File: config.mk
export PLATFORM = sky130hd
export DESIGN_NAME = wide_mul_div_unit
export DESIGN_NICKNAME = d
export VERILOG_FILES = /design/src/design/wide_mul_div_unit.v
export VERILOG_INCLUDE_DIRS = /design/src /design/src/include
export SDC_FILE = /design/constraint.sdc
export NUM_CORES = 1
export LEC_CHECK = 0
export BUFFER_PORTS_ARGS = -buffer_cell sky130_fd_sc_hd__buf_4
export CAP_MARGIN = 10
export CELL_PAD_IN_SITES_DETAIL_PLACEMENT = 2
export CELL_PAD_IN_SITES_GLOBAL_PLACEMENT = 2
export CORE_MARGIN = 5
export CORE_UTILIZATION = 37
export DETAILED_ROUTE_END_ITERATION = 10
export PLACE_DENSITY = 0.79
export SLEW_MARGIN = 20
export SYNTH_ARGS = -nofsm -noshare
export SYNTH_HDL_FRONTEND = slang
export SYNTH_SLANG_ARGS = --single-unit
File: constraint.sdc
create_clock -name mclk -period 3.36 [get_ports mclk]
set_input_delay 0.168 -clock mclk [delete_from_list [all_inputs] [get_ports mclk]]
set_output_delay 0.168 -clock mclk [all_outputs]
set_load 0.05 [all_outputs]
File: src/include/wide_mul_div_regs.vh
`ifndef WIDE_MUL_DIV_REGS_VH
`define WIDE_MUL_DIV_REGS_VH
`define ADDR_ACC_EXT_MID   8'hce
`define ADDR_ACC_EXT_TOP   8'hcf
`define ADDR_ACC_EXT_LO    8'he6
`define ADDR_B_EXT         8'he7
`define ADDR_MISC_CTRL2    8'hf7
`define RST_BYTE           8'h00
`define BIT_WIDE_ARITH     0
`define BIT_LONG_DIV       3
`define MISC_CTRL2_MASK    8'hfd
`define OPC_MUL            8'ha4
`define OPC_DIV            8'h84
`define CYC_BYTE           6'd8
`define CYC_WIDE           6'd16
`define CYC_LONG           6'd32
`define CNT_ONE            6'd1
`define CNT_ZERO           6'd0
`define ZERO_HALF          16'h0000
`define ZERO_REM           17'h00000
`define ZERO_WORD          32'h00000000
`endif

File: src/design/wide_mul_div_unit.v
// Operation
// - both mode bits clear: classic byte multiply and byte divide
// - 16x16 multiply operands {acc_ext_lo,A},{b_ext,B}; product into b_ext,B,A,acc_ext_lo
// - wide multiply sets overflow when upper product bytes are nonzero
// - 16x16 multiply finishes in 16 clock cycles
// - 16/16 divide: quotient A,acc_ext_lo; remainder B,b_ext; zero divisor sets overflow
// - 16/16 divide finishes in 16 clock cycles
// - 32/16 dividend from acc_ext_top,acc_ext_mid,acc_ext_lo,A; divisor {b_ext,B}
// - 32/16 quotient into A,acc_ext_lo,acc_ext_mid,acc_ext_top; remainder B,b_ext
// - 32/16 divide finishes in 32 clock cycles
// - long_div_sel only matters with wide_arith_sel set; selects 32/16 divide
// - wide_arith_sel chooses byte or wide operation for multiply and divide
// - all widths use the same multiply and divide opcodes; 8, 16 or 32 cycles
`timescale 1ns/1ps
`include "wide_mul_div_regs.vh"
module wide_mul_div_unit (
  input  wire       mclk,
  input  wire       sys_rst,
  input  wire       opStart,
  input  wire [7:0] opCode,
  input  wire [7:0] accIn,
  input  wire [7:0] bIn,
  input  wire       sfrWr,
  input  wire [7:0] sfrAddr,
  input  wire [7:0] sfrWdata,
  output wire [7:0] sfrRdata,
  output wire [7:0] accOut,
  output wire [7:0] bOut,
  output wire       abWrite,
  output wire       ovOut,
  output wire       carryOut,
  output wire       flagWrite,
  output wire       busy
);

////////////////////////////////////////////////////////////////////////////////
localparam ST_IDLE = 3'b001;
localparam ST_RUN  = 3'b010;
localparam ST_DONE = 3'b100;

reg [2:0]  state_ff;
reg [5:0]  cnt_ff;
reg        isMul_ff;
reg        modeWide_ff;
reg        modeLong_ff;
reg [7:0]  accExtLo_ff;
reg [7:0]  accExtMid_ff;
reg [7:0]  accExtTop_ff;
reg [7:0]  bExt_ff;
reg [7:0]  ctrl_ff;
reg [31:0] quo_ff;
reg [16:0] rem_ff;
reg [15:0] dvs_ff;
reg [31:0] prod_ff;
reg [31:0] mcand_ff;
reg [7:0]  sfrRdata_ff;
reg [7:0]  accOut_ff;
reg [7:0]  bOut_ff;
reg        abWrite_ff;
reg        ovOut_ff;
reg        carryOut_ff;
reg        flagWrite_ff;
reg        busy_ff;

////////////////////////////////////////////////////////////////////////////////
// opcode decode, shared by issue and operand load
function isMulOp;
  input [7:0] op;
  begin
    isMulOp = (op == `OPC_MUL);
  end
endfunction

function isArithOp;
  input [7:0] op;
  begin
    isArithOp = (op == `OPC_MUL) || (op == `OPC_DIV);
  end
endfunction

// run length per mode; long_div_sel matters only for a wide divide
function [5:0] runLength;
  input wideOp;
  input longOp;
  input mulOp;
  begin
    if (!wideOp)
      runLength = `CYC_BYTE;
    else if (mulOp || !longOp)
      runLength = `CYC_WIDE;
    else
      runLength = `CYC_LONG;
  end
endfunction

wire       wideSel = ctrl_ff[`BIT_WIDE_ARITH];
wire       longSel = ctrl_ff[`BIT_LONG_DIV];
wire       isIdle  = (state_ff == ST_IDLE);
wire       isRun   = (state_ff == ST_RUN);
wire       isDone  = (state_ff == ST_DONE);
wire       takeOp  = opStart && isIdle && isArithOp(opCode);
wire       sfrTake = sfrWr && isIdle;

// one restoring step; divisor width fixed at 16 so byte mode reuses it
function [48:0] divStep;
  input [16:0] r;
  input [31:0] q;
  input [15:0] d;
  reg   [16:0] t;
  begin
    t = {r[15:0], q[31]};
    if (t >= {1'b0, d})
      divStep = {t - {1'b0, d}, q[30:0], 1'b1};
    else
      divStep = {t, q[30:0], 1'b0};
  end
endfunction

wire [48:0] stepRes = divStep(rem_ff, quo_ff, dvs_ff);

////////////////////////////////////////////////////////////////////////////////
// sfr read mux, unmapped reads zero
always @(posedge mclk) begin
  if (sys_rst)
    sfrRdata_ff <= `RST_BYTE;
  else begin
    case (sfrAddr)
      `ADDR_ACC_EXT_MID: sfrRdata_ff <= accExtMid_ff;
      `ADDR_ACC_EXT_TOP: sfrRdata_ff <= accExtTop_ff;
      `ADDR_ACC_EXT_LO:  sfrRdata_ff <= accExtLo_ff;
      `ADDR_B_EXT:       sfrRdata_ff <= bExt_ff;
      `ADDR_MISC_CTRL2:  sfrRdata_ff <= ctrl_ff;
      default:           sfrRdata_ff <= `RST_BYTE;
    endcase
  end
end

////////////////////////////////////////////////////////////////////////////////
always @(posedge mclk) begin
  if (sys_rst)
    ctrl_ff <= `RST_BYTE;
  else if (sfrTake && sfrAddr == `ADDR_MISC_CTRL2)
    ctrl_ff <= sfrWdata & `MISC_CTRL2_MASK;
end

////////////////////////////////////////////////////////////////////////////////
// sfr writes are ignored mid-operation so operands stay stable
always @(posedge mclk) begin
  if (sys_rst) begin
    accExtLo_ff  <= `RST_BYTE;
    accExtMid_ff <= `RST_BYTE;
    accExtTop_ff <= `RST_BYTE;
    bExt_ff      <= `RST_BYTE;
  end else if (sfrTake) begin
    case (sfrAddr)
      `ADDR_ACC_EXT_MID: accExtMid_ff <= sfrWdata;
      `ADDR_ACC_EXT_TOP: accExtTop_ff <= sfrWdata;
      `ADDR_ACC_EXT_LO:  accExtLo_ff  <= sfrWdata;
      `ADDR_B_EXT:       bExt_ff      <= sfrWdata;
      default:           ;
    endcase
  end else if (isDone && modeWide_ff) begin
    if (isMul_ff) begin
      bExt_ff     <= prod_ff[31:24];
      accExtLo_ff <= prod_ff[7:0];
    end else if (modeLong_ff) begin
      accExtLo_ff  <= quo_ff[23:16];
      accExtMid_ff <= quo_ff[15:8];
      accExtTop_ff <= quo_ff[7:0];
      bExt_ff      <= rem_ff[7:0];
    end else begin
      accExtLo_ff <= quo_ff[7:0];
      bExt_ff     <= rem_ff[7:0];
    end
  end
end

////////////////////////////////////////////////////////////////////////////////
always @(posedge mclk) begin
  if (sys_rst) begin
    state_ff    <= ST_IDLE;
    cnt_ff      <= `CNT_ZERO;
    isMul_ff    <= 1'b0;
    modeWide_ff <= 1'b0;
    modeLong_ff <= 1'b0;
    busy_ff     <= 1'b0;
  end else begin
    case (state_ff)
      ST_IDLE: begin
        if (takeOp) begin
          state_ff    <= ST_RUN;
          busy_ff     <= 1'b1;
          isMul_ff    <= isMulOp(opCode);
          modeWide_ff <= wideSel;
          modeLong_ff <= wideSel & longSel;
          cnt_ff      <= runLength(wideSel, longSel, isMulOp(opCode));
        end
      end
      ST_RUN: begin
        cnt_ff <= cnt_ff - `CNT_ONE;
        if (cnt_ff == `CNT_ONE)
          state_ff <= ST_DONE;
      end
      ST_DONE: begin
        state_ff <= ST_IDLE;
        busy_ff  <= 1'b0;
      end
      default: begin
        state_ff <= ST_IDLE;
        busy_ff  <= 1'b0;
      end
    endcase
  end
end

////////////////////////////////////////////////////////////////////////////////
always @(posedge mclk) begin
  if (sys_rst) begin
    quo_ff   <= `ZERO_WORD;
    rem_ff   <= `ZERO_REM;
    dvs_ff   <= `ZERO_HALF;
    prod_ff  <= `ZERO_WORD;
    mcand_ff <= `ZERO_WORD;
  end else if (takeOp) begin
    prod_ff <= `ZERO_WORD;
    rem_ff  <= `ZERO_REM;
    if (!wideSel) begin
      mcand_ff <= {`ZERO_HALF, `RST_BYTE, accIn};
      dvs_ff   <= {`RST_BYTE, bIn};
      quo_ff   <= {accIn, `RST_BYTE, `ZERO_HALF};
    end else if (isMulOp(opCode)) begin
      mcand_ff <= {`ZERO_HALF, accExtLo_ff, accIn};
      dvs_ff   <= {bExt_ff, bIn};
    end else if (longSel) begin
      quo_ff <= {accExtTop_ff, accExtMid_ff, accExtLo_ff, accIn};
      dvs_ff <= {bExt_ff, bIn};
    end else begin
      quo_ff <= {accExtLo_ff, accIn, `ZERO_HALF};
      dvs_ff <= {bExt_ff, bIn};
    end
  end else if (isRun) begin
    // shift-add multiply, lsb of multiplier first, one bit per cycle
    if (isMul_ff) begin
      if (dvs_ff[0])
        prod_ff <= prod_ff + mcand_ff;
      mcand_ff <= {mcand_ff[30:0], 1'b0};
      dvs_ff   <= {1'b0, dvs_ff[15:1]};
    end else begin
      rem_ff <= stepRes[48:32];
      quo_ff <= stepRes[31:0];
    end
  end
end

////////////////////////////////////////////////////////////////////////////////
always @(posedge mclk) begin
  if (sys_rst) begin
    accOut_ff    <= `RST_BYTE;
    bOut_ff      <= `RST_BYTE;
    ovOut_ff     <= 1'b0;
    carryOut_ff  <= 1'b0;
    abWrite_ff   <= 1'b0;
    flagWrite_ff <= 1'b0;
  end else begin
    // one-cycle strobes because the done state lasts one cycle
    abWrite_ff   <= isDone;
    flagWrite_ff <= isDone;
    if (isDone) begin
      carryOut_ff <= 1'b0;
      if (isMul_ff) begin
        if (!modeWide_ff) begin
          accOut_ff <= prod_ff[7:0];
          bOut_ff   <= prod_ff[15:8];
          ovOut_ff  <= (prod_ff[15:8] != `RST_BYTE);
        end else begin
          bOut_ff   <= prod_ff[23:16];
          accOut_ff <= prod_ff[15:8];
          ovOut_ff  <= (prod_ff[31:16] != `ZERO_HALF);
        end
      end else begin
        // zero divisor: quotient and remainder are whatever the loop leaves
        ovOut_ff <= (dvs_ff == `ZERO_HALF);
        if (!modeWide_ff) begin
          accOut_ff <= quo_ff[7:0];
          bOut_ff   <= rem_ff[7:0];
        end else if (modeLong_ff) begin
          accOut_ff <= quo_ff[31:24];
          bOut_ff   <= rem_ff[15:8];
        end else begin
          accOut_ff <= quo_ff[15:8];
          bOut_ff   <= rem_ff[15:8];
        end
      end
    end
  end
end

////////////////////////////////////////////////////////////////////////////////
assign sfrRdata  = sfrRdata_ff;
assign accOut    = accOut_ff;
assign bOut      = bOut_ff;
assign abWrite   = abWrite_ff;
assign ovOut     = ovOut_ff;
assign carryOut  = carryOut_ff;
assign flagWrite = flagWrite_ff;
assign busy      = busy_ff;

endmodule

-- Word-level counts from Yosys, hierarchy flattened
Cells that the tools add are included.
- logic and storage cells: 133
- bits in registers: 206
- output and inout bits: 29
- multiplexer cells: 54
- eq/ne operators: 21
- reduce and logical (&&, ||, !) cells: 30
- order comparisons: 1
- add/subtract/negate cells: 3
- bitwise operators: 3
- operators by type and width (kind ; count):
    32-bit two-way mux ; 11
    8-bit two-way mux ; 26
    16-bit two-way mux ; 4
    8-bit == test (second input constant) ; 7
    48-bit two-way mux ; 1
    8-bit case mux with 5 select lines ; 1
    32-bit adder ; 1
    6-bit two-way mux ; 3
    17-bit by 16-bit greater-or-equal comparator with 1-bit output ; 1
    16-bit zero test ; 1
    2-bit by 1-bit != test with 1-bit output (second input constant) ; 8
    2-bit AND reduction ; 8
    16-bit nonzero test ; 1
    16-bit subtractor ; 1
    6-bit case mux with 2 select lines ; 1
    2-bit nonzero test ; 5
    3-bit AND reduction ; 3
    4-bit AND reduction ; 2
    8-bit nonzero test ; 1
    6-bit by 1-bit == test with 1-bit output (second input constant) ; 1
    3-bit two-way mux ; 2
    3-bit case mux with 2 select lines ; 1
    6-bit by 1-bit subtractor with 6-bit output (second input constant) ; 1
    1-bit logical AND ; 5
    12 further kinds ; 16

-- Depth between registers and ports, before layout
Gate-level depths: netlist of run 1.
- depth after elaboration: 6
- gate-level depth with buffers: 13

-- Worst setup path after synthesis of run 1
No wires, ideal clock.
- path kind: register -> register
- from: register prod_ff[0]
- to: register prod_ff[30]
- arrival: 2.480 ns
- slack: 0.758 ns
- path buffers: 0
- cell stages (with the launch flop): 12
- period minus slack after synthesis: 2.602 ns
- cell sequence: dfxtp_1 ha_1 fa_1 a21oi_1 o211ai_1 nand3_1 nand2_1 a221oi_2 o221ai_2 a21oi_2 mux2i_1 a311o_1
- word-level cells in the longest chain between the ends: 1
- RTL lines (element ; line ; text):
    from (decl) ; wide_mul_div_unit.v:54 ; reg [31:0] prod_ff;
    from (signal assigned) ; wide_mul_div_unit.v:222 ; prod_ff <= `ZERO_WORD;
    from (signal assigned) ; wide_mul_div_unit.v:225 ; prod_ff <= `ZERO_WORD;
    from (signal assigned) ; wide_mul_div_unit.v:245 ; prod_ff <= prod_ff + mcand_ff;
    32-bit adder ; wide_mul_div_unit.v:245 ;
No other way between the ends.
A chain may end at the register's enable or synchronous reset.

-- Worst setup path in the final report of run 1
Same ends and word-level chain as after synthesis.

==> results of run 1 <==
## stage by stage
step,util,instances,hold WS [ns]
2_1_floorplan,-,1531,0.3040
3_3_place_gp,0.4017,1970,0.4413
3_5_place_dp,0.4017,1970,0.4560
4_1_cts,0.4344,2037,0.01396
5_1_grt,0.4346,2037,0.03165
6_report,0.4346,2037,0.03495
## routing by layer
metal | part of all wire | vias to the layer above
li1 | - | 5592
met3 | 0.037 | 106
met2 | 0.47 | 308
met5 | 0 | -
met4 | 0.040 | 0
met1 | 0.45 | 6160
## worst max path at each step
stage               depth (start not counted)          end  slack, ns        from
floorplan                                  11  prod_ff[30]       0.76  prod_ff[0]
global placement                           11  prod_ff[30]       0.49  prod_ff[0]
detailed placement                         11  prod_ff[30]       0.31  prod_ff[0]
CTS                                        11  prod_ff[26]       0.26  prod_ff[0]
global route                               11  prod_ff[30]       0.07  prod_ff[0]
finish                                     11  prod_ff[30]       0.22  prod_ff[0]
## timing repair
action / 4_1_cts / 5_1_grt
endpoints found under the hold margin: 23 / 0
setup endpoints to repair: 0 / 1
hold buffers: 23 / 0
gates resized for setup: 0 / 1
## flip-flops by register name, summed over array words and instances (netlist names), 16 cells and up
name and count:
prod_ff 32, quo_ff 32, dvs_ff 16, rem_ff 16
mcand_ff 32
## power by group through the flow
stage	Sequential [mW]	Clock, mW	Combinational [mW]
5_1_grt	2.45	2.92	0.252
2_1_floorplan	2.50	0	0.111
3_5_place_dp	2.50	0	0.210
3_3_place_gp	2.50	0	0.206
4_1_cts	2.45	2.81	0.233
6_report	2.45	2.76	0.238
## logic make-up after synthesis
| group | Yosys count | share of synthesized area |
|---|---|---|
| compound gates | 438 | 0.2328 |
| xor+xnor | 39 | 0.02826 |
| fa+ha+maj | 51 | 0.05403 |
| buf+inv | 144 | 0.04937 |
| flops | 206 | 0.3411 |
| mux | 69 | 0.07856 |
| other cells | 1 | 0.0003102 |
| simple gates | 583 | 0.2156 |
## cells in the mapped netlist, drive strengths merged (4+ instances only)
| cell | number |
|---|---|
| clkbuf | 70 |
| ha | 49 |
| dfxtp | 206 |
| a22oi | 28 |
| o21ai | 40 |
| o211a | 4 |
| nor2 | 237 |
| o41ai | 4 |
| a31oi | 15 |
| nand2 | 153 |
| nor2b | 4 |
| a21oi | 205 |
| xnor2 | 21 |
| a21o | 27 |
| or3 | 6 |
| xor2 | 18 |
| nand4 | 14 |
| o211ai | 7 |
| and3 | 15 |
| mux4 | 16 |
| inv | 33 |
| nor3 | 43 |
| mux2i | 6 |
| a211oi | 35 |
| nand3 | 66 |
| o21bai | 4 |
| o31ai | 10 |
| mux2 | 47 |
| nand2b | 13 |
| o22ai | 10 |
| and2 | 6 |
| buf | 41 |
| nor4 | 10 |
| a311oi | 25 |
## worst register-to-register path, cell delays in order (launching register included)
cell      delay (ns)
dfxtp_1         0.33
ha_1            0.24
fa_1            0.44
a21oi_1         0.27
o211ai_1        0.19
nand3_1         0.14
nand2_1         0.12
a221oi_2        0.41
o221ai_2        0.24
a21oi_2         0.22
mux2i_1         0.10
a311o_1         0.31
## area by class of cell
class,instances,area [µm²],share of cell area
multi-input combinational,1181,7397,0.5258
sequential,206,4125,0.2932
timing repair buffer,131,1041,0.07400
clock buffer,38,767.0,0.05452
tap,442,553.0,0.03931
inverter,33,123.9,0.008805
clock inverter,6,61.31,0.004358
==> results.md, run 1 <==
* Synthesized Nets at around 1.6k
* First-pass GRT wire length at 77,740 µm
* Most frequent cells in the layout: nor2_1 (235), dfxtp_1 (205), a21oi_1 (195), nand2_1 (153), buf_4 (108)
* Met2 Use GR at 0.4493
* Core Rows at 66
* GRT Util Overall at 0.2697
* Mapped cell area at 12,090 µm²
* FILL cells at about 3.7k
* Post-Syn Area per Cell at ~7.9 µm²
* Final-stage net count at 1,675
* Crit path max fanout at 4
* Post-synth top flop: dfxtp_1
* Critical Path Max Stage Delay at about 0.44 ns
* Grt total ovfl at 0
* CP max-delay cell: fa_1
* Die area at 36,390 µm²
* Internal power at 4.182 mW
* Worst reg-to-reg setup slack at 0.22 ns
* Crit-path cells: ha_1 -> fa_1 -> a21oi_1 -> o211ai_1 -> nand3_1 -> nand2_1 -> a221oi_2 -> o221ai_2 -> a21oi_2 -> mux2i_1 -> a311o_1
* Flops & latches, synth at between 200 and 250
* Largest net degree at the start of global routing at 65
* Critical setup path kind: reg2reg
* Post-synth EDFFs at 0
* Crit path buffers/inverters at 0
* VDD IR max at between 300 and 400 µV
* RSZ-0062 raised after global routing: no
* Root Buffer: clkbuf_16
* Unique masters post-synth at 76
* Setup crit start kind: register
* Tmin final at around 3.1 ns
* Switch Pwr at 1.264 mW
* Post-route ant nets at 0
* Gr busiest metal: met2
* Ant diodes at 0
* Total wire length at 50,130 µm
* Vias per cell at 5.973
* Worst R2R Path Depth at 11
* Leakage at 5.381 nW
* Final max-slew violation count at 0
* Fmax at between 300 and 400 MHz
* Worst hold path startpoint: sfrAddr[0]
* Post-Synthesis Cells at 1,531
* Commonest non-fill, non-tap cell in the layout: nor2_1
* Dpl hpwl at 35,540 µm
* I/O pin count at 73
* Met3 Track Usage GR at 0.02728
* Worst Slack Setup Final at 0.2248 ns
* Worst-skew pair later-pin latency at between 0.5 and 0.6 ns
* Skew final at ~0.015 ns
* Design Power at roughly 5.4 mW
* Setup_tns at 0 ns
* Synth top area share at 0.3411
* WL per Instance at 24.61 µm
* Vias in the first global route at 13.02k
* Rel. slew slack at 0.3004
* P&R area growth vs syn at 16.37%
* Status: finished, final reports clean
* Async SR Flop Fraction at 0
* CTS tree: done
* Worst r2r src: prod_ff[0]
* Pre-CTS setup slack at between 0.3 and 0.4 ns
* Crit end category: register
* Post-route cell area at 14,070 µm²
* Max_cap viols at 0
* Clock group share of total power at 0.506
* Power per standard cell area at 387.1 nW/µm²
* Die Span X at 190.8 µm
* Critical path arrival at 3.55 ns
* Placed Area at 13,000 µm²
* Initial DRC count at 736
* Period utilisation layout at 0.9331
* Reg clk slew, reported paths at 0.06 ns
* TritonCTS buffer count at 27
* Synth Warn # at 0
* Layout cells sized above 1 at 0.1580
* H-tree levels at 1
* Final Wtd Congestion at 0.8975
* Core Area at 32,370 µm²
* Hold Crit Endpoint: sfrRdata[4]
* Initial core utilization at 0.3735
* Switching share of total power at 0.2321
* CTS sink cnt at 206
* Ranking of synthesized cells by area: dfxtp_1 (34%), a21oi_1 (8.1%), nor2_1 (7.3%), ha_1 (5.1%), nand2_1 (4.8%)
* Die Y-Extent at 190.8 µm
* Met1 Usage GRT at 0.3651
* Sequential fraction of the synthesis area at 0.3411
* Hold Path Cell Cnt at 4
* Post-CTS Setup Bufs at 0
* Slew @ Worst Pin at 1.047 ns
* Delay-heaviest family, CP: compound AO/OA/AOI/OAI gates
* Gate power share at 0.044
* Count of final hold-check violations at 0
* # DRC at 0
* Via count at 12.17k
* Reg power frac at 0.450
* Largest area contributor in the netlist: dfxtp_1
* First-pass DRT Iterations at 5
* Initial antenna violation count at 0
* CP required at 3.78 ns
* CTS Buffer Depth at 3
* Min-Delay Path Class: in2reg
* Final Setup Violations at 0
* Worst R2R End: prod_ff[30]
* Port Buffer Count at a little over 70
No activity file was read; power rests on OpenSTA's default activity.
==> run 2: changes to the inputs <==
--- a/config.mk
+++ b/config.mk
@@ -10,8 +10,11 @@
 export CAP_MARGIN = 10
 export CELL_PAD_IN_SITES_DETAIL_PLACEMENT = 2
 export CELL_PAD_IN_SITES_GLOBAL_PLACEMENT = 2
+export CORE_ASPECT_RATIO = 0.9
 export CORE_MARGIN = 5
 export CORE_UTILIZATION = 37
+export CTS_BUF_LIST = sky130_fd_sc_hd__clkbuf_16
+export CTS_CLUSTER_SIZE = 8
 export DETAILED_ROUTE_END_ITERATION = 10
 export PLACE_DENSITY = 0.79
 export SLEW_MARGIN = 20
==> run 2 against run 1 <==
Sequential power barely moved. Via count rose by 0.27%. Critical path type unchanged. Core utilization rose by 0.069 points. Hold slack got worse by 0.027 ns. Register-to-register slack improved by 0.02 ns. Critical path depth did not move. Total power fell by 2.6%. Largest cell class unchanged. Clock-buffer cell count fell by 9. Cell area fell by 0.63%. Combinational power barely moved.
==> results.md, run 2 (synthesized netlist as in run 1, its figures left out) <==
* Crit end category: register (unchanged)
* Initial core utilization at 0.3764 (was 0.3735)
* # DRC at 0 (unchanged)
* Die Span X at 200.5 µm (was 190.8 µm)
* Final max-slew violation count at 0 (unchanged)
* Vias per cell at 6.096 (was 5.973)
* Ant diodes at 0 (unchanged)
* Most frequent cells in the layout: nor2_1 (235), dfxtp_1 (205), a21oi_1 (195), nand2_1 (152), buf_4 (109) (was nor2_1 (235), dfxtp_1 (205), a21oi_1 (195), nand2_1 (153), buf_4 (108))
* H-tree levels at 1 (unchanged)
* Largest net degree at the start of global routing at 57 (was 65)
* CTS Buffer Depth at 3 (unchanged)
* Critical setup path kind: reg2reg (unchanged)
* Final-stage net count at 1,679 (was 1,675)
* Core Area at 32,120 µm² (was 32,370 µm²)
* Final Setup Violations at 0 (unchanged)
* Crit path max fanout at 4 (unchanged)
* Die Y-Extent at 181.5 µm (was 190.8 µm)
* CP required at 3.79 ns (was 3.78 ns)
* Post-route cell area at 13,980 µm² (was 14,070 µm²)
* Clock group share of total power at 0.493 (was 0.506)
* Count of final hold-check violations at 0 (unchanged)
* Final Wtd Congestion at 0.8799 (was 0.8975)
* VDD IR max at 342.7 µV (was 351.1 µV)
* Post-CTS Setup Bufs at 0 (unchanged)
* Via count at 12.20k (was 12.17k)
* Biggest regs: mcand_ff (32), prod_ff (32), quo_ff (32) (unchanged)
* Design Power at 5.304 mW (was 5.446 mW)
* Internal power at 4.043 mW (was 4.182 mW)
* GRT Util Overall at 0.2659 (was 0.2697)
* Setup crit start kind: register (unchanged)
* Grt total ovfl at 0 (unchanged)
* Initial antenna violation count at 0 (unchanged)
* Port Buffer Count at 71 (unchanged)
* CTS sink cnt at 206 (unchanged)
* Core Rows at 62 (was 66)
* Vias in the first global route at 12.95k (was 13.02k)
* First-pass DRT Iterations at 5 (unchanged)
* Root Buffer: clkbuf_16 (unchanged)
* Post-route ant nets at 0 (unchanged)
* RSZ-0062 raised after global routing: no (unchanged)
* Min-Delay Path Class: in2reg (unchanged)
* P&R area growth vs syn at 15.64% (was 16.37%)
* Power per standard cell area at 379.4 nW/µm² (was 387.1 nW/µm²)
* Gate power share at 0.044 (about the same)
* CTS tree: done (unchanged)
* Layout Cells excl Fill at 2,001 (was 2,037)
* Reg power frac at 0.463 (was 0.450)
* Tmin final at 3.115 ns (was 3.135 ns)
* Slew @ Worst Pin at 1.074 ns (was 1.047 ns)
* Period utilisation layout at 0.9271 (was 0.9331)
* Dpl hpwl at 36,000 µm (was 35,540 µm)
* TritonCTS buffer count at 29 (was 27)
* CP max-delay cell: fa_1 (unchanged)
* Crit-path cells: ha_1 -> fa_1 -> a21oi_1 -> o211ai_1 -> nand3_1 -> nand2_1 -> a221oi_2 -> o221ai_2 -> a21oi_2 -> mux2i_1 -> a311o_1 (unchanged)
* Fmax at 321.0 MHz (was 319.0 MHz)
* Setup_tns at 0 ns (unchanged)
* Total wire length at 49,980 µm (was 50,130 µm)
* WL per Instance at 24.98 µm (was 24.61 µm)
* Rel. slew slack at 0.2827 (was 0.3004)
* Placed Area at 13,000 µm² (about the same)
* Status: finished, final reports clean (unchanged)
* Reg clk slew, reported paths at 0.05 ns (was 0.06 ns)
* Initial DRC count at 810 (was 736)
* Critical Path Max Stage Delay at 0.43 ns (was 0.44 ns)
* Die area at 36,390 µm² (about the same)
* Switch Pwr at 1.261 mW (was 1.264 mW)
* Placed cells at 1,946 (was 1,970)
* I/O pin count at 73 (unchanged)
* Max_cap viols at 0 (unchanged)
* Switching share of total power at 0.2377 (was 0.2321)
* Critical path arrival at 3.54 ns (was 3.55 ns)
* Worst-skew pair later-pin latency at 0.55 ns (was 0.54 ns)
* Commonest non-fill, non-tap cell in the layout: nor2_1 (unchanged)
* Leakage at 5.366 nW (was 5.381 nW)
* Skew final at 0.01950 ns (was 0.01501 ns)
* Finished Core Util at 0.4353 (was 0.4346)
* First-pass GRT wire length at 78,070 µm (was 77,740 µm)
* Layout cells sized above 1 at 0.1571 (was 0.1580)
-- run 2: critical path, delay by kind of cell (launching register included) --
kind            cells  cell delay (ns)
compound gates      6             1.63
mux                 1             0.08
simple gates        2             0.26
fa+ha+maj           2             0.69
flops               1             0.33
-- run 2: routing by layer --
layer  share of wire  wire length (µm)  GRT usage  up-vias
met5               0                 0          0        -
met4           0.025              1260    0.06468        0
met3           0.051              2538    0.03478       68
met2            0.46             22940     0.4359      300
met1            0.47             23250     0.3737     6217
li1                -                 -          -     5614
-- run 2: through the flow --
stage,setup WS (ns),hold WS (ns)
final,0.2449,0.008272
after global routing,0.06983,0.004791
after CTS,0.2585,0.006855
after detailed placement,0.3360,0.4512
after global placement,0.5125,0.4419
after floorplan,0.7584,0.3040
-- run 2: cell type report --
class                   instances  area (µm²)
clock buffers                  29       725.7
flip-flops and latches        206        4125
inverters                      33       123.9
multi-input cells            1181        7402
fillers                      3652       18140
clock inverters                 3       16.27
well taps                     416       520.5
repair buffers                133        1066
-- run 2: final timing paths --
check        startpoint          end  slack [ns]  depth (start not counted)
min              bIn[4]    dvs_ff[4]       0.008                          3
max reg2reg  prod_ff[0]  prod_ff[30]        0.24                         11
min reg2reg  ctrl_ff[6]   ctrl_ff[6]        0.48                          2
max          prod_ff[0]  prod_ff[30]        0.24                         11
-- run 2: power by group through the flow --
stage	clock [mW]	sequential [mW]	combinational, mW
global placement	0	2.50	0.204
floorplan	0	2.50	0.111
detailed placement	0	2.50	0.209
global route	2.77	2.45	0.252
finish	2.62	2.45	0.235
CTS	2.65	2.45	0.232
-- run 2: what timing repair did --
action                     in CTS  in global routing
resized for setup               0                  1
setup endpoints to repair       0                  1
hold buffers                   22                  0
hold endpoints to repair       22                  0
==> run 3: changes to the inputs <==
--- a/config.mk
+++ b/config.mk
@@ -6,17 +6,18 @@
 export SDC_FILE = /design/constraint.sdc
 export NUM_CORES = 1
 export LEC_CHECK = 0
+export ABC_AREA = 1
 export BUFFER_PORTS_ARGS = -buffer_cell sky130_fd_sc_hd__buf_4
 export CAP_MARGIN = 10
 export CELL_PAD_IN_SITES_DETAIL_PLACEMENT = 2
 export CELL_PAD_IN_SITES_GLOBAL_PLACEMENT = 2
 export CORE_ASPECT_RATIO = 0.9
 export CORE_MARGIN = 5
-export CORE_UTILIZATION = 37
+export CORE_UTILIZATION = 34
 export CTS_BUF_LIST = sky130_fd_sc_hd__clkbuf_16
 export CTS_CLUSTER_SIZE = 8
 export DETAILED_ROUTE_END_ITERATION = 10
-export PLACE_DENSITY = 0.79
+export PLACE_DENSITY = 0.78
 export SLEW_MARGIN = 20
 export SYNTH_ARGS = -nofsm -noshare
 export SYNTH_HDL_FRONTEND = slang
==> run 3 against run 2 <==
Die area rose by 13%. Register-to-register slack improved by 0.53 ns. Fmax rose by 20%. Highest routed layer is now met5. Synthesized cell count rose by 29%. Clock-buffer cell count rose by 2. Worst setup slack improved by 0.53 ns. Sequential power barely moved. Sequential cell count did not move. Largest power group unchanged. Combinational power rose by 16%. Hold slack improved by 0.13 ns.
==> results.md, run 3 <==
* Crit path max fanout at 31 (was 4)
* Initial core utilization at 0.3417 (was 0.3764)
* Reg clk slew, reported paths at 0.06 ns (was 0.05 ns)
* Top cell by count, worst path: nand2_1
* Setup_tns at 0 ns (unchanged)
* Worst r2r src: ctrl_ff[0] (was prod_ff[0])
* Post-synth EDFFs at 0 (unchanged)
* Top post-synthesis cells by count: nand2_1 (491), inv_1 (271), o21ai_0 (222) (was nor2_1 (236), dfxtp_1 (206), a21oi_1 (196))
* Total wire length at 57,620 µm (was 49,980 µm)
* CTS Buffer Depth at 3 (unchanged)
* Worst R2R End: mcand_ff[23] (was prod_ff[30])
* Top layer in use: met5 (was met4)
* Tmin final at 2.587 ns (was 3.115 ns)
* Final-stage net count at 2,136 (was 1,679)
* Hold Path Cell Cnt at 3 (unchanged)
* Critical Path Max Stage Delay at 0.64 ns (was 0.43 ns)
* Port Buffer Count at 71 (unchanged)
* Post-synth top flop: dfxtp_1 (unchanged)
* P&R area growth vs syn at 15.69% (was 15.64%)
* Period utilisation layout at 0.7700 (was 0.9271)
* Worst reg-to-reg setup slack at 0.77 ns (was 0.24 ns)
* Synth top area share at 0.3258 (was 0.3411)
* Initial DRC count at 895 (was 810)
* Metal2 WL at 26,230 µm (was 22,940 µm)
* Final max-slew violation count at 0 (unchanged)
* CTS tree: done (unchanged)
* Switching share of total power at 0.2435 (was 0.2377)
* Min-Delay Path Class: in2reg (unchanged)
* Critical setup path kind: reg2reg (unchanged)
* RSZ-0062 raised after global routing: no (unchanged)
* Largest area contributor in the netlist: dfxtp_1 (unchanged)
* Crit end category: register (unchanged)
* Root Buffer: clkbuf_16 (unchanged)
* H-tree levels at 1 (unchanged)
* Clock group share of total power at 0.501 (was 0.493)
* # DRC at 0 (unchanged)
* Reg power frac at 0.450 (was 0.463)
* Synth Warn # at 0 (unchanged)
* First-pass DRT Iterations at 5 (unchanged)
* Post-CTS Setup Bufs at 0 (unchanged)
* Switch Pwr at 1.339 mW (was 1.261 mW)
* Final Setup Violations at 0 (unchanged)
* Gate power share at 0.050 (was 0.044)
* Skew final at 0.01400 ns (was 0.01950 ns)
* Post-cts resize count at 0 (unchanged)
* Vias in the first global route at 14.92k (was 12.95k)
* Most frequent cells in the layout: nand2_1 (491), inv_1 (272), o21ai_0 (222), a21oi_1 (210), dfxtp_1 (206) (was nor2_1 (235), dfxtp_1 (205), a21oi_1 (195), nand2_1 (152), buf_4 (109))
* Initial antenna violation count at 1 (was 0)
* Die Y-Extent at 193.1 µm (was 181.5 µm)
* CTS sink cnt at 206 (unchanged)
* Grt total ovfl at 0 (unchanged)
* Internal power at 4.160 mW (was 4.043 mW)
* Commonest non-fill, non-tap cell in the layout: nand2_1 (was nor2_1)
* CP required at 3.80 ns (was 3.79 ns)
* GRT Util Overall at 0.2749 (was 0.2659)
* Mapped cell area at 12,660 µm² (was 12,090 µm²)
* Setup crit start kind: register (unchanged)
* Vias per cell at 5.566 (was 6.096)
* Unique masters post-synth at 51 (was 76)
* Top-count cell post-synth: nand2_1 (was nor2_1)
* Async SR Flop Fraction at 0 (unchanged)
* Crit path buffers/inverters at 3 (was 0)
* Die Span X at 213.4 µm (was 200.5 µm)
* Met3 routed WL at 2600 µm (was 2538 µm)
* Final Wtd Congestion at 0.9183 (was 0.8799)
* Metal1 wirelength at 27,400 µm (was 23,250 µm)
* I/O pin count at 73 (unchanged)
* Core Area at 37,050 µm² (was 32,120 µm²)
* Ranking of synthesized cells by area: dfxtp_1 (33%), nand2_1 (15%), o21ai_0 (8.8%), a21oi_1 (8.3%), inv_1 (8.0%) (was dfxtp_1 (34%), a21oi_1 (8.1%), nor2_1 (7.3%), ha_1 (5.1%), nand2_1 (4.8%))
* Rel. slew slack at 0.4500 (was 0.2827)
* Hold Crit Endpoint: bExt_ff[1] (was dvs_ff[4])
* Layout cells sized above 1 at 0.07975 (was 0.1571)
* Synthesized Nets at 2,068 (was 1,626)
* CP max-delay cell: dfxtp_1 (was fa_1)
* Delay-heaviest family, CP: buffers and inverters (was compound AO/OA/AOI/OAI gates)
* First-pass GRT wire length at 88,420 µm (was 78,070 µm)
* Status: finished, final reports clean (unchanged)
* Post-Synthesis Cells at 1,973 (was 1,531)
* Biggest regs: mcand_ff (32), prod_ff (32), quo_ff (32) (unchanged)
* Worst hold path startpoint: sfrWdata[1] (was bIn[4])
* Sequential fraction of the synthesis area at 0.3258 (was 0.3411)
* Count of final hold-check violations at 0 (unchanged)
* VDD IR max at 375.5 µV (was 342.7 µV)
* WL per Instance at 22.79 µm (was 24.98 µm)
* Via count at 14.07k (was 12.20k)
* Hold Buf Count CTS at 27 (was 22)
* Die area at 41,200 µm² (was 36,390 µm²)
* Dpl hpwl at 42,630 µm (was 36,000 µm)
* Leakage at 6.405 nW (was 5.366 nW)
* Fmax at 386.5 MHz (was 321.0 MHz)
* Post-Syn Area per Cell at 6.416 µm² (was 7.896 µm²)
* Post-route ant nets at 0 (unchanged)
* Max_cap viols at 0 (unchanged)
* Core Rows at 67 (was 62)
* Slew @ Worst Pin at 0.8232 ns (was 1.074 ns)
* Largest net degree at the start of global routing at 56 (was 57)
* Critical path arrival at 3.03 ns (was 3.54 ns)
* Crit-path cells: inv_1 -> nor2_4 -> nand2_1 -> nand2_1 -> inv_2 -> buf_4 -> nor2_1 -> a21oi_1 (was ha_1 -> fa_1 -> a21oi_1 -> o211ai_1 -> nand3_1 -> nand2_1 -> a221oi_2 -> o221ai_2 -> a21oi_2 -> mux2i_1 -> a311o_1)
* Worst-skew pair later-pin latency at 0.57 ns (was 0.55 ns)
* Hold slack at 0.1385 ns (was 0.008272 ns)
* Worst R2R Path Depth at 8 (was 11)
* Flops & latches, synth at 206 (unchanged)
* Power per standard cell area at 375.5 nW/µm² (was 379.4 nW/µm²)
* TritonCTS buffer count at 30 (was 29)
==> run 3: per-layer routing <==
layer,global-route usage,vias to the layer above
met1,0.3872,7053
met3,0.03673,80
met2,0.4490,306
met4,0.06530,2
met5,0,-
li1,-,6629
==> run 3: power groups by stage <==
stage	combinational, mW	clock (mW)	sequential [mW]
2_1_floorplan	0.125	0	2.52
5_1_grt	0.290	2.90	2.47
3_5_place_dp	0.238	0	2.52
3_3_place_gp	0.233	0	2.52
4_1_cts	0.266	2.80	2.47
6_report	0.272	2.75	2.47
==> run 3: cell families after synthesis <==
group                      after synthesis  synth area share
AOI/OAI and AO/OA                      573            0.2474
other                                    1         0.0002962
adders and majority gates               51           0.05159
and+or+nand+nor                        751            0.2441
DFF                                    206            0.3258
buffers and inverters                  369            0.1156
xor gates and xnor gates                22           0.01522
==> run 3: area by class of cell <==
type                       instances  area, µm²
fill                            4509      22410
multi-input combinational       1398       7072
sequential                       206       4124
inverter                         283       1065
timing repair buffer             122      983.4
clock buffer                      31      775.7
tap                              483      604.3
clock inverter                     4      20.02
antenna                            1      2.502
==> run 3: how the worst max path moves through the flow <==
| stage | start | endpoint | slack, ns | cells past startpoint |
|---|---|---|---|---|
| floorplan | dvs_ff[0] | rem_ff[12] | 1.41 | 13 |
| global placement | dvs_ff[0] | rem_ff[12] | 0.93 | 13 |
| detailed placement | ctrl_ff[0] | mcand_ff[21] | 0.87 | 8 |
| CTS | state_ff[1] | mcand_ff[21] | 0.80 | 9 |
| global route | state_ff[1] | mcand_ff[19] | 0.61 | 9 |
| finish | ctrl_ff[0] | mcand_ff[23] | 0.77 | 8 |
==> run 3: tightest hold or removal path: stages <==
cell	delay, ns
buf_4	0.08
nand2_1	0.21
a31oi_1	0.20
==> run 3: through the flow <==
step	util	cells	cell area, µm²	setup slack (ns)	power [mW]
5_1_grt	0.3952	2527	14640	0.6084	5.664
6_report	0.3953	2528	14650	0.7728	5.500
4_1_cts	0.3952	2527	14640	0.8018	5.542
3_3_place_gp	0.3664	2465	13580	0.9296	2.756
2_1_floorplan	-	1973	12660	1.412	2.645
3_5_place_dp	0.3664	2465	13580	0.8708	2.762
